===== src/core/ficp_regs.vh =====
// Register offsets, field positions and reset values of the indirect fabric access port
`ifndef FICP_REGS_VH
`define FICP_REGS_VH
`define FICP_DATA_OFFSET 12'h1ac
`define FICP_CMD_OFFSET 12'h1b0
`define FICP_DATA_RESET 32'h00000000
`define FICP_CMD_RESET 32'h00000000
`define FICP_PENDING_BIT 31
`define FICP_DIR_BIT 30
`define FICP_STEP_UP_BIT 29
`define FICP_STEP_DOWN_BIT 28
`define FICP_MASK_HI 19
`define FICP_MASK_LO 16
`define FICP_INDEX_HI 15
`define FICP_INDEX_LO 0
`define FICP_RESP_OKAY 2'b00
`define FICP_RESP_SLVERR 2'b10
`endif


===== src/core/ficp_indirect_port.v =====
// AXI4-Lite register slave giving indirect access to the switch fabric register bus
`timescale 1ns/100ps
`include "ficp_regs.vh"
// Overview of operation
// - Data register holds transfer value, resets zero
// - Transfer targets index field of command
// - Data read: fetched value or last written
// - Writing pending one launches transfer
// - Pending stays high until completion
// - Fabric completion clears pending, data already valid
// - Bit 30 selects direction, one is read
// - Step-up data write launches, then increments
// - Step-up data read increments, launches fetch
// - Step-down data write launches, then decrements
// - Step-down data read decrements, launches fetch
// - Step-up wins over step-down
// - Lane mask gates written bytes
// - Bits 15:0 hold target index
module ficp_indirect_port (
	input wire clk, // System clock, 25 MHz
	input wire arst_n, // Asynchronous reset, active low
	input wire [11:0] s_axi_awaddr, // Write address
	input wire s_axi_awvalid, // Write address valid
	output wire s_axi_awready, // Write address ready
	input wire [31:0] s_axi_wdata, // Write data
	input wire [3:0] s_axi_wstrb, // Write strobes
	input wire s_axi_wvalid, // Write data valid
	output wire s_axi_wready, // Write data ready
	output reg [1:0] s_axi_bresp, // Write response
	output reg s_axi_bvalid, // Write response valid
	input wire s_axi_bready, // Write response ready
	input wire [11:0] s_axi_araddr, // Read address
	input wire s_axi_arvalid, // Read address valid
	output wire s_axi_arready, // Read address ready
	output reg [31:0] s_axi_rdata, // Read data
	output reg [1:0] s_axi_rresp, // Read response
	output reg s_axi_rvalid, // Read data valid
	input wire s_axi_rready, // Read data ready
	output wire fab_req, // Fabric request, held until ack
	output wire fab_we, // Fabric write qualifier
	output wire [15:0] fab_addr, // Fabric register index
	output wire [3:0] fab_be, // Fabric byte enables
	output wire [31:0] fab_wdata, // Fabric write value
	input wire fab_ack, // Fabric completion pulse
	input wire [31:0] fab_rdata // Fabric read value
);
	// Command fields
	reg pending_reg; // Transfer in flight
	reg dir_reg; // direction_select, 1 = read
	reg step_up_reg; // Step-up enable
	reg step_down_reg; // step_down_enable
	reg [3:0] mask_reg; // lane_write_mask
	reg [15:0] index_reg; // target_register_index
	reg [31:0] wval_reg; // Value last written by host
	reg [1:0] step_reg; // Post-write step: 01 up, 10 down
	// Write channel capture
	reg aw_held_reg; // Write address taken
	reg w_held_reg; // Write data taken
	reg [11:0] awaddr_reg; // Held write address
	reg [31:0] wdata_reg; // Held write data
	reg [3:0] wstrb_reg; // Held write strobes
	reg start_reg; // One-cycle launch pulse
	wire done; // Fabric transfer finished
	wire [31:0] fetched; // Last fetched fabric value
	wire wr_fire; // Both write halves present
	wire rd_fire; // Read address taken
	wire [31:0] strb_mask; // Strobes expanded to bits
	wire [31:0] wr_merged; // Data after byte strobes
	wire [31:0] cmd_view; // Command register as read
	wire [31:0] data_view; // Data register as read

	// Each channel is taken at most once until the response is accepted
	assign s_axi_awready = !aw_held_reg && !s_axi_bvalid;
	assign s_axi_wready = !w_held_reg && !s_axi_bvalid;
	assign s_axi_arready = !s_axi_rvalid;
	assign wr_fire = aw_held_reg && w_held_reg && !s_axi_bvalid;
	assign rd_fire = s_axi_arvalid && s_axi_arready;
	assign strb_mask = {{8{wstrb_reg[3]}}, {8{wstrb_reg[2]}}, {8{wstrb_reg[1]}}, {8{wstrb_reg[0]}}};

	// Reserved bits 27:20 read as zero
	assign cmd_view = {pending_reg, dir_reg, step_up_reg, step_down_reg, 8'h00, mask_reg, index_reg};
	// Read direction shows the fetched value, write direction the host value
	assign data_view = dir_reg ? fetched : wval_reg;

	// Write channel capture, either order
	always @(posedge clk or negedge arst_n) begin
		if (!arst_n) begin
			aw_held_reg <= 1'b0;
			w_held_reg <= 1'b0;
			awaddr_reg <= 12'h000;
			wdata_reg <= 32'h00000000;
			wstrb_reg <= 4'h0;
		end else begin
			if (s_axi_awvalid && s_axi_awready) begin
				aw_held_reg <= 1'b1;
				awaddr_reg <= s_axi_awaddr;
			end
			if (s_axi_wvalid && s_axi_wready) begin
				w_held_reg <= 1'b1;
				wdata_reg <= s_axi_wdata;
				wstrb_reg <= s_axi_wstrb;
			end
			// Both halves consumed when the response goes out
			if (wr_fire) begin
				aw_held_reg <= 1'b0;
				w_held_reg <= 1'b0;
			end
		end
	end

	// Write response
	always @(posedge clk or negedge arst_n) begin
		if (!arst_n) begin
			s_axi_bvalid <= 1'b0;
			s_axi_bresp <= `FICP_RESP_OKAY;
		end else if (wr_fire) begin
			s_axi_bvalid <= 1'b1;
			// Unmapped addresses answer with slave error
			if (awaddr_reg[11:2] == `FICP_DATA_OFFSET >> 2 || awaddr_reg[11:2] == `FICP_CMD_OFFSET >> 2)
				s_axi_bresp <= `FICP_RESP_OKAY;
			else
				s_axi_bresp <= `FICP_RESP_SLVERR;
		end else if (s_axi_bready) begin
			s_axi_bvalid <= 1'b0;
		end
	end

	// Read response
	always @(posedge clk or negedge arst_n) begin
		if (!arst_n) begin
			s_axi_rvalid <= 1'b0;
			s_axi_rdata <= 32'h00000000;
			s_axi_rresp <= `FICP_RESP_OKAY;
		end else if (rd_fire) begin
			s_axi_rvalid <= 1'b1;
			s_axi_rresp <= `FICP_RESP_OKAY;
			if (s_axi_araddr[11:2] == `FICP_DATA_OFFSET >> 2) begin
				s_axi_rdata <= data_view;
			end else if (s_axi_araddr[11:2] == `FICP_CMD_OFFSET >> 2) begin
				s_axi_rdata <= cmd_view;
			end else begin
				s_axi_rdata <= 32'h00000000;
				s_axi_rresp <= `FICP_RESP_SLVERR;
			end
		end else if (s_axi_rready) begin
			s_axi_rvalid <= 1'b0;
		end
	end

	assign wr_merged = (wval_reg & ~strb_mask) | (wdata_reg & strb_mask);

	// Command and data register state; host write to a busy port is still stored
	always @(posedge clk or negedge arst_n) begin
		if (!arst_n) begin
			pending_reg <= 1'b0;
			dir_reg <= 1'b0;
			step_up_reg <= 1'b0;
			step_down_reg <= 1'b0;
			mask_reg <= 4'h0;
			index_reg <= 16'h0000;
			wval_reg <= `FICP_DATA_RESET;
			step_reg <= 2'b00;
			start_reg <= 1'b0;
		end else begin
			start_reg <= 1'b0;
			// Completion clears pending; fetched data is already latched here
			if (done) begin
				pending_reg <= 1'b0;
				// Write stepping happens only after the write finishes
				if (step_reg == 2'b01)
					index_reg <= index_reg + 16'h0001;
				else if (step_reg == 2'b10)
					index_reg <= index_reg - 16'h0001;
				step_reg <= 2'b00;
			end
			if (wr_fire && awaddr_reg[11:2] == `FICP_CMD_OFFSET >> 2) begin
				if (wstrb_reg[3]) begin
					dir_reg <= wdata_reg[`FICP_DIR_BIT];
					step_up_reg <= wdata_reg[`FICP_STEP_UP_BIT];
					step_down_reg <= wdata_reg[`FICP_STEP_DOWN_BIT];
					// Only a one launches; a zero leaves a running transfer alone
					if (wdata_reg[`FICP_PENDING_BIT] && !pending_reg) begin
						pending_reg <= 1'b1;
						start_reg <= 1'b1;
						step_reg <= 2'b00;
					end
				end
				if (wstrb_reg[2])
					mask_reg <= wdata_reg[`FICP_MASK_HI:`FICP_MASK_LO];
				if (wstrb_reg[1])
					index_reg[15:8] <= wdata_reg[15:8];
				if (wstrb_reg[0])
					index_reg[7:0] <= wdata_reg[7:0];
			end
			if (wr_fire && awaddr_reg[11:2] == `FICP_DATA_OFFSET >> 2) begin
				wval_reg <= wr_merged;
				// Stepping write launches automatically; up takes precedence
				if ((step_up_reg || step_down_reg) && !pending_reg) begin
					pending_reg <= 1'b1;
					start_reg <= 1'b1;
					step_reg <= step_up_reg ? 2'b01 : 2'b10;
				end
			end
			// Stepping read moves the index first, then fetches the next one
			if (rd_fire && s_axi_araddr[11:2] == `FICP_DATA_OFFSET >> 2 && dir_reg && !pending_reg) begin
				if (step_up_reg) begin
					index_reg <= index_reg + 16'h0001;
					pending_reg <= 1'b1;
					start_reg <= 1'b1;
				end else if (step_down_reg) begin
					index_reg <= index_reg - 16'h0001;
					pending_reg <= 1'b1;
					start_reg <= 1'b1;
				end
			end
		end
	end

	// Fabric engine samples index one cycle after launch, so stepped index is used
	ficp_fabric_master u_master (
		.clk(clk),
		.arst_n(arst_n),
		.start(start_reg),
		.dir_read(dir_reg),
		.index(index_reg),
		.mask(mask_reg),
		.wdata(wval_reg),
		.fab_req(fab_req),
		.fab_we(fab_we),
		.fab_addr(fab_addr),
		.fab_be(fab_be),
		.fab_wdata(fab_wdata),
		.fab_ack(fab_ack),
		.fab_rdata(fab_rdata),
		.done(done),
		.rdata(fetched)
	);
endmodule


===== src/core/ficp_fabric_master.v =====
// Fabric-side transfer engine: one request, waits for the fabric to acknowledge
`timescale 1ns/100ps
module ficp_fabric_master (
	input wire clk, // System clock
	input wire arst_n, // Asynchronous reset, active low
	input wire start, // One-cycle launch pulse
	input wire dir_read, // 1 = read, 0 = write
	input wire [15:0] index, // Target register index
	input wire [3:0] mask, // Byte lane write mask
	input wire [31:0] wdata, // Value to write
	output reg fab_req, // Request to fabric, held until ack
	output reg fab_we, // Write strobe qualifier
	output reg [15:0] fab_addr, // Fabric register index
	output reg [3:0] fab_be, // Byte enables
	output reg [31:0] fab_wdata, // Write value
	input wire fab_ack, // Fabric completion, same clock
	input wire [31:0] fab_rdata, // Read value, valid with ack
	output reg done, // One-cycle completion pulse
	output reg [31:0] rdata // Captured read value
);
	// Request is held until the fabric answers; start is ignored while busy
	always @(posedge clk or negedge arst_n) begin
		if (!arst_n) begin
			fab_req <= 1'b0;
			fab_we <= 1'b0;
			fab_addr <= 16'h0000;
			fab_be <= 4'h0;
			fab_wdata <= 32'h00000000;
			done <= 1'b0;
			rdata <= 32'h00000000;
		end else begin
			done <= 1'b0;
			if (fab_req) begin
				if (fab_ack) begin
					fab_req <= 1'b0;
					done <= 1'b1;
					// Capture read value in the same edge as done
					if (!fab_we)
						rdata <= fab_rdata;
				end
			end else if (start) begin
				fab_req <= 1'b1;
				fab_we <= !dir_read;
				fab_addr <= index;
				// Unselected lanes are left untouched by the fabric
				fab_be <= dir_read ? 4'h0 : mask;
				fab_wdata <= wdata;
			end
		end
	end
endmodule


===== config.mk =====
export PLATFORM = sky130hd
export DESIGN_NAME = ficp_indirect_port
export DESIGN_NICKNAME = d
export VERILOG_FILES = /design/src/core/ficp_indirect_port.v /design/src/core/ficp_fabric_master.v
export VERILOG_INCLUDE_DIRS = /design/src /design/src/core
export SDC_FILE = /design/constraint.sdc
export NUM_CORES = 1
export LEC_CHECK = 0
export BUFFER_PORTS_ARGS = -buffer_cell sky130_fd_sc_hd__buf_2
export CORE_MARGIN = 3
export CORE_UTILIZATION = 43
export CTS_BUF_LIST = sky130_fd_sc_hd__clkbuf_16
export DETAILED_ROUTE_END_ITERATION = 10
export HOLD_SLACK_MARGIN = 0.08
export PLACE_DENSITY = 0.65
export SYNTH_ARGS = -nofsm -noshare
export SYNTH_HDL_FRONTEND = slang
export SYNTH_HIERARCHICAL = 1
export SYNTH_SLANG_ARGS = --single-unit

===== constraint.sdc =====
create_clock -name clk -period 4.75 [get_ports clk]
set_clock_uncertainty 0.2 [all_clocks]
set_input_delay 0.2375 -clock clk [delete_from_list [all_inputs] [get_ports clk]]
set_output_delay 0.2375 -clock clk [all_outputs]
set_load 0.03 [all_outputs]

* Word-level counts from Yosys, hierarchy flattened *
Cells that the tools add are included.

word-level totals
  latch bits = 0
  output and inout port bits = 95
  input bits = 100
  memory bits (writable) = 0
  bits in read-only memories = 0
  word-level logic and storage cells = 123
  bits in registers = 234
  memories = 0

operators by class
  shift-type cells = 0
  reduce and logical (&&, ||, !) cells = 30
  multiplexer cells = 53
  bitwise logic cells = 6
  multiply operators = 0
  add/sub/neg operators = 2
  $lt $le $gt $ge = 0
  eq/ne operators = 6
  div/mod/pow operators = 0

operators by type and width
  operator                                                                count
  16-bit two-way mux                                                      7
  32-bit two-way mux                                                      3
  32-bit AND                                                              2
  10-bit by 7-bit equality test with 1-bit output, second input constant  4
  32-bit NOT                                                              1
  32-bit bitwise OR                                                       1
  1-bit two-way mux                                                       30
  2-bit two-way mux                                                       10
  16-bit by 1-bit adder with 16-bit output, second input constant         1
  8-bit two-way mux                                                       2
  16-bit by 1-bit subtractor with 16-bit output, second input constant    1
  1-bit logical AND                                                       14
  2-bit nonzero test                                                      4
  1-bit logical NOT                                                       6
  2-bit AND reduction                                                     3
  4-bit two-way mux                                                       1
  3-bit AND reduction                                                     1
  2-bit by 1-bit equality test with 1-bit output, second input constant   1
  2-bit equality test, second input constant                              1
  1-bit logical OR                                                        2
  1-bit NOT                                                               2

* Depth between registers and ports, before layout *
  word-level depth = 10
  depth in mapped cells = 9
  depth with buffers taken out = 7

* Hierarchy *
Netlist, hierarchy kept.

modules (own cells, without submodules)
  module              sequential area each (um^2)  instances  area an instance (um^2)  cells each
  ficp_indirect_port  3578.4                       1          7369.6                   684
  ficp_fabric_master  2177.1                       1          3301.9                   191

* Worst setup path after synthesis *
OpenSTA, ideal clock, no wires.

  path type = reg-to-reg
  start point = register index_reg[0]
  end point = register index_reg[12]
  buffers on the path = 2
  data arrival time = 2374 ps
  required time = 4425 ps
  cell stages (with the launch flop) = 10
  library setup time = 125 ps
  slack = 2051 ps
  period minus slack after synthesis = 2699 ps
  cells stage by stage = dfrtp_1 clkbuf_1 inv_1 ha_1 or3b_2 clkbuf_1 or4b_1 a221o_1 nand3_1 o21ai_1

on the way
  word-level cells in the longest chain between the ends = 9
  elaborated cells on any way between the ends = 10
  classes of those cells = add/sub: 2; mux: 8

RTL lines
  element                                        RTL line                                            source
  from (decl)                                    ficp_indirect_port.v:53                             reg [15:0] index_reg;
  from (signal assigned)                         ficp_indirect_port.v:171                            index_reg <= index_reg + 16'h0001;
  from (signal assigned)                         ficp_indirect_port.v:173                            index_reg <= index_reg - 16'h0001;
  from (signal assigned)                         ficp_indirect_port.v:193                            index_reg[7:0] <= wdata_reg[7:0];
  16-bit by 1-bit subtractor with 16-bit output  ficp_indirect_port.v:173, ficp_indirect_port.v:211
  16-bit two-way mux                             ficp_indirect_port.v:172                            else if (step_reg == 2'b10)
  16-bit two-way mux                             ficp_indirect_port.v:170                            if (step_reg == 2'b01)
  16-bit two-way mux                             ficp_indirect_port.v:167                            if (done) begin
  8-bit two-way mux                              ficp_indirect_port.v:190                            if (wstrb_reg[1])
  16-bit two-way mux                             ficp_indirect_port.v:176                            if (wr_fire && awaddr_reg[11:2] == `FICP_CMD_OFFSET >> 2) begin
  16-bit two-way mux                             ficp_indirect_port.v:210                            end else if (step_down_reg) begin
  16-bit two-way mux                             ficp_indirect_port.v:206                            if (step_up_reg) begin
  16-bit two-way mux *                           ficp_indirect_port.v:205                            if (rd_fire && s_axi_araddr[11:2] == `FICP_DATA_OFFSET >> 2 && dir_reg && !pending_reg) begin

Mark *: on every way between the ends. The rest lies on a longest branch, timed or not.
A chain may end at the register's enable or synchronous reset.

* Worst setup path after layout *
  start point = register s_axi_rvalid
  end point = register index_reg[6]

on the way
  word-level cells in the longest chain between the ends = 6

RTL lines
  element                          RTL line                  source
  from (decl)                      ficp_indirect_port.v:37   output reg s_axi_rvalid,
  from (signal assigned)           ficp_indirect_port.v:131  s_axi_rvalid <= 1'b0;
  from (signal assigned)           ficp_indirect_port.v:135  s_axi_rvalid <= 1'b1;
  from (signal assigned)           ficp_indirect_port.v:146  s_axi_rvalid <= 1'b0;
  1-bit logical NOT                ficp_indirect_port.v:75   assign s_axi_arready = !s_axi_rvalid;
  1-bit logical AND                ficp_indirect_port.v:77   assign rd_fire = s_axi_arvalid && s_axi_arready;
  1-bit logical AND (3 in series)  ficp_indirect_port.v:205
  16-bit two-way mux               ficp_indirect_port.v:205
  to (signal assigned)             ficp_indirect_port.v:193
  to (signal assigned)             ficp_indirect_port.v:207  index_reg <= index_reg + 16'h0001;
  to (signal assigned)             ficp_indirect_port.v:211  index_reg <= index_reg - 16'h0001;

No other way between the ends.

==> impl_metrics.ini <==
[run_status]
status = finished, final reports clean

[clocking]
numCtsBuffers = 25
cts_root_buffer = clkbuf_16
clock-sinks = 230
clk_pin_slew_worst_paths_ps = 60
cts_tree = yes
clock_latency_ps = 540
cts_buffer_depth = 3
cts_resized = 0
htreeDepth = 1

[grt]
grt_max_degree = 120
grt_pass1_vias = 8393
grt_usage_pct = 21.85
grt_overflow = 0
grt_pass1_wl_um = 46550
antenna_found_initial = 0

[placement]
place_area_mm2 = 0.01183
gp_congestion = 0.9477
io_buffers = 188
dpl.hpwl_um = 19510

[floorplan]
io_pins = 195
die-width_um = 163.5
die_area_mm2 = 0.02674
row_count = 57
start_util_pct = 43.88
die_h_um = 163.5
fp.coreArea_mm2 = 0.02432

[timing]
finalSetupTns_ps = 0
slew_headroom_pct = 27.04
finalCritPeriodShare_pct = 68.90
fmax_mhz = 305.6
hold_slack_ps = 137.1
rsz0062_at_grt = false
setup_viol = 0
finalCriticalPeriod_ps = 3273
worst_pin_slew_ps = 1089
finalHoldViolations = 0
slew_violations = 0

[synthesis]
ys_types = 66
synth_top_area_share_pct = 53.93
yosys-top-cells-area = dfrtp_1 (54%), mux2_2 (18%), mux2i_1 (3.6%)
ys.flop_type = dfrtp_1
ys_warn_count = 6
synthSimpleGateAreaFrac_pct = 10.01
syn-cell-area_mm2 = 0.01067
synth_top_cell_by_area = dfrtp_1
synth_edf_count = 0
synth-xor-area-share_pct = 0.6566
ys_seq_elements = 230
synthMuxAreaShare_pct = 21.71
synth_top_family_by_area = multiplexers
syn_inst = 875
syn_area_per_cell_um2 = 12.20
ys_seq_area_share_pct = 53.93
yosysMostFrequentCell = dfrtp_1
synth_compound_area_share_pct = 9.708
async_reset_ff_share_pct = 100.0
synth_commonest_cells = dfrtp_1 (230), mux2_2 (168), o21ai_0 (62)
synthAdderAreaFrac_pct = 0.2345

[detailed_routing]
vias = 8194
drc = 0
dr.pass1.iters = 5
wl_per_cell_um = 19.77
drt-total-wl_um = 29100
drtIter0Drc = 559
route.antenna.remaining_nets = 0
viasPerCell = 5.567

[flow_run]
drv_cap = 0

[power_and_ir_drop]
p_per_area_mw_per_mm2 = 388.3
switchingPower_uw = 1392
p_seq_share_pct = 48.2
combPwrFrac_pct = 14.3
power.internal_uw = 3874
worst_ir_drop_vdd_v = 0.0003987
swShare_pct = 26.43
clockPowerShare_pct = 37.5
cellLeakagePower_uw = 0.006238

[critical_path]
worstSetupEndpointType = flop
worst-setup-path-type = reg2reg
path_max_fanout = 38
start_kind = flop
arrival_ps = 3470
cp_data_required_time_ps = 4950

[finish]
antennaDiodeCount = 0
post_route_cells_drive_above_1_share_pct = 36.50
area_growth_pct = 27.08
fin_nets = 1232
fin_area_mm2 = 0.01356

[hold_path]
hp-class = in2reg
routing by layer:
layer,vias to the layer above,GRT usage (%),routed length (um)
met5,-,0,0
met4,0,6.075,829
met3,63,4.489,1888
met2,273,36.47,14020
met1,4111,29.09,12370
li1,3747,-,-
kinds of logic after synthesis:
group | count (synthesis)
AND/OR/NAND/NOR | 187
buffers and inverters | 81
adder cells (fa/ha/maj) | 2
multiplexers | 210
AO/OA/AOI/OAI | 156
XOR/XNOR | 8
flip-flops | 230
other | 1
power groups by stage:
stage | Combinational [uW] | Sequential, uW | Clock [uW]
after global placement | 682 | 2560 | 0
final | 753 | 2540 | 1980
after floorplan | 521 | 2470 | 0
after detailed placement | 700 | 2570 | 0
after CTS | 760 | 2540 | 2000
after global routing | 828 | 2580 | 2080
per-stage QoR:
| step | setup slack [ps] | total power (uW) | utilization (%) | cells |
|---|---|---|---|---|
| floorplan | 2051 | 2988 | - | 876 |
| global placement | 1612 | 3239 | 48.62 | 1336 |
| detailed placement | 1509 | 3272 | 48.62 | 1336 |
| CTS | 1475 | 5302 | 55.76 | 1472 |
| global route | 1148 | 5491 | 55.76 | 1472 |
| finish | 1477 | 5266 | 55.76 | 1472 |
final cells by class:
class | count | area [um^2]
timing repair buffer | 292 | 1959
inverter | 16 | 60.06
tap | 324 | 405.4
clock buffer | 25 | 625.6
fill | 2048 | 10760
clock inverter | 20 | 200.2
multi-input combinational | 565 | 4554
sequential | 230 | 5757
worst paths after layout:
check | from | endpoint | slack, ps | cells past startpoint
max | s_axi_rvalid | index_reg[6] | 1480 | 5
min | s_axi_awvalid | aw_held_reg | 140 | 3
max reg2reg | s_axi_rvalid | index_reg[6] | 1480 | 5
min reg2reg | u_master/fab_addr[9] | u_master/fab_addr[9] | 280 | 1
max in group asynchronous | arst_n | dir_reg | 3090 | 3
min in group asynchronous | arst_n | u_master/fab_wdata[5] | 160 | 2
cells in the final DEF (no fill, tap or decap), drive strengths merged, types with 8 or more instances in the layout:
cell,instances
dfrtp,230
buf,201
mux2,172
dlygate4sd3,91
o21ai,64
mux2i,38
nand2,36
clkbuf,25
a22oi,24
nor4,22
nor3,19
inv,19
nor2,18
nand3,17
clkinv,13
nor2b,11
o22ai,10
nand3b,9
nand2b,8
worst max-delay path, cell delays in order (launching register included):
cell	delay [ps]
dfrtp_1	390
nand2b_2	610
nor3_1	890
nand2_1	580
a311oi_1	370
a31oi_1	70
timing repair:
action,CTS,global route
setup buffers,0,0
hold endpoints to repair,203,0
endpoints found under the setup margin,0,0
hold buffers,91,0
Note: power is estimated with default switching activity, not from simulation.
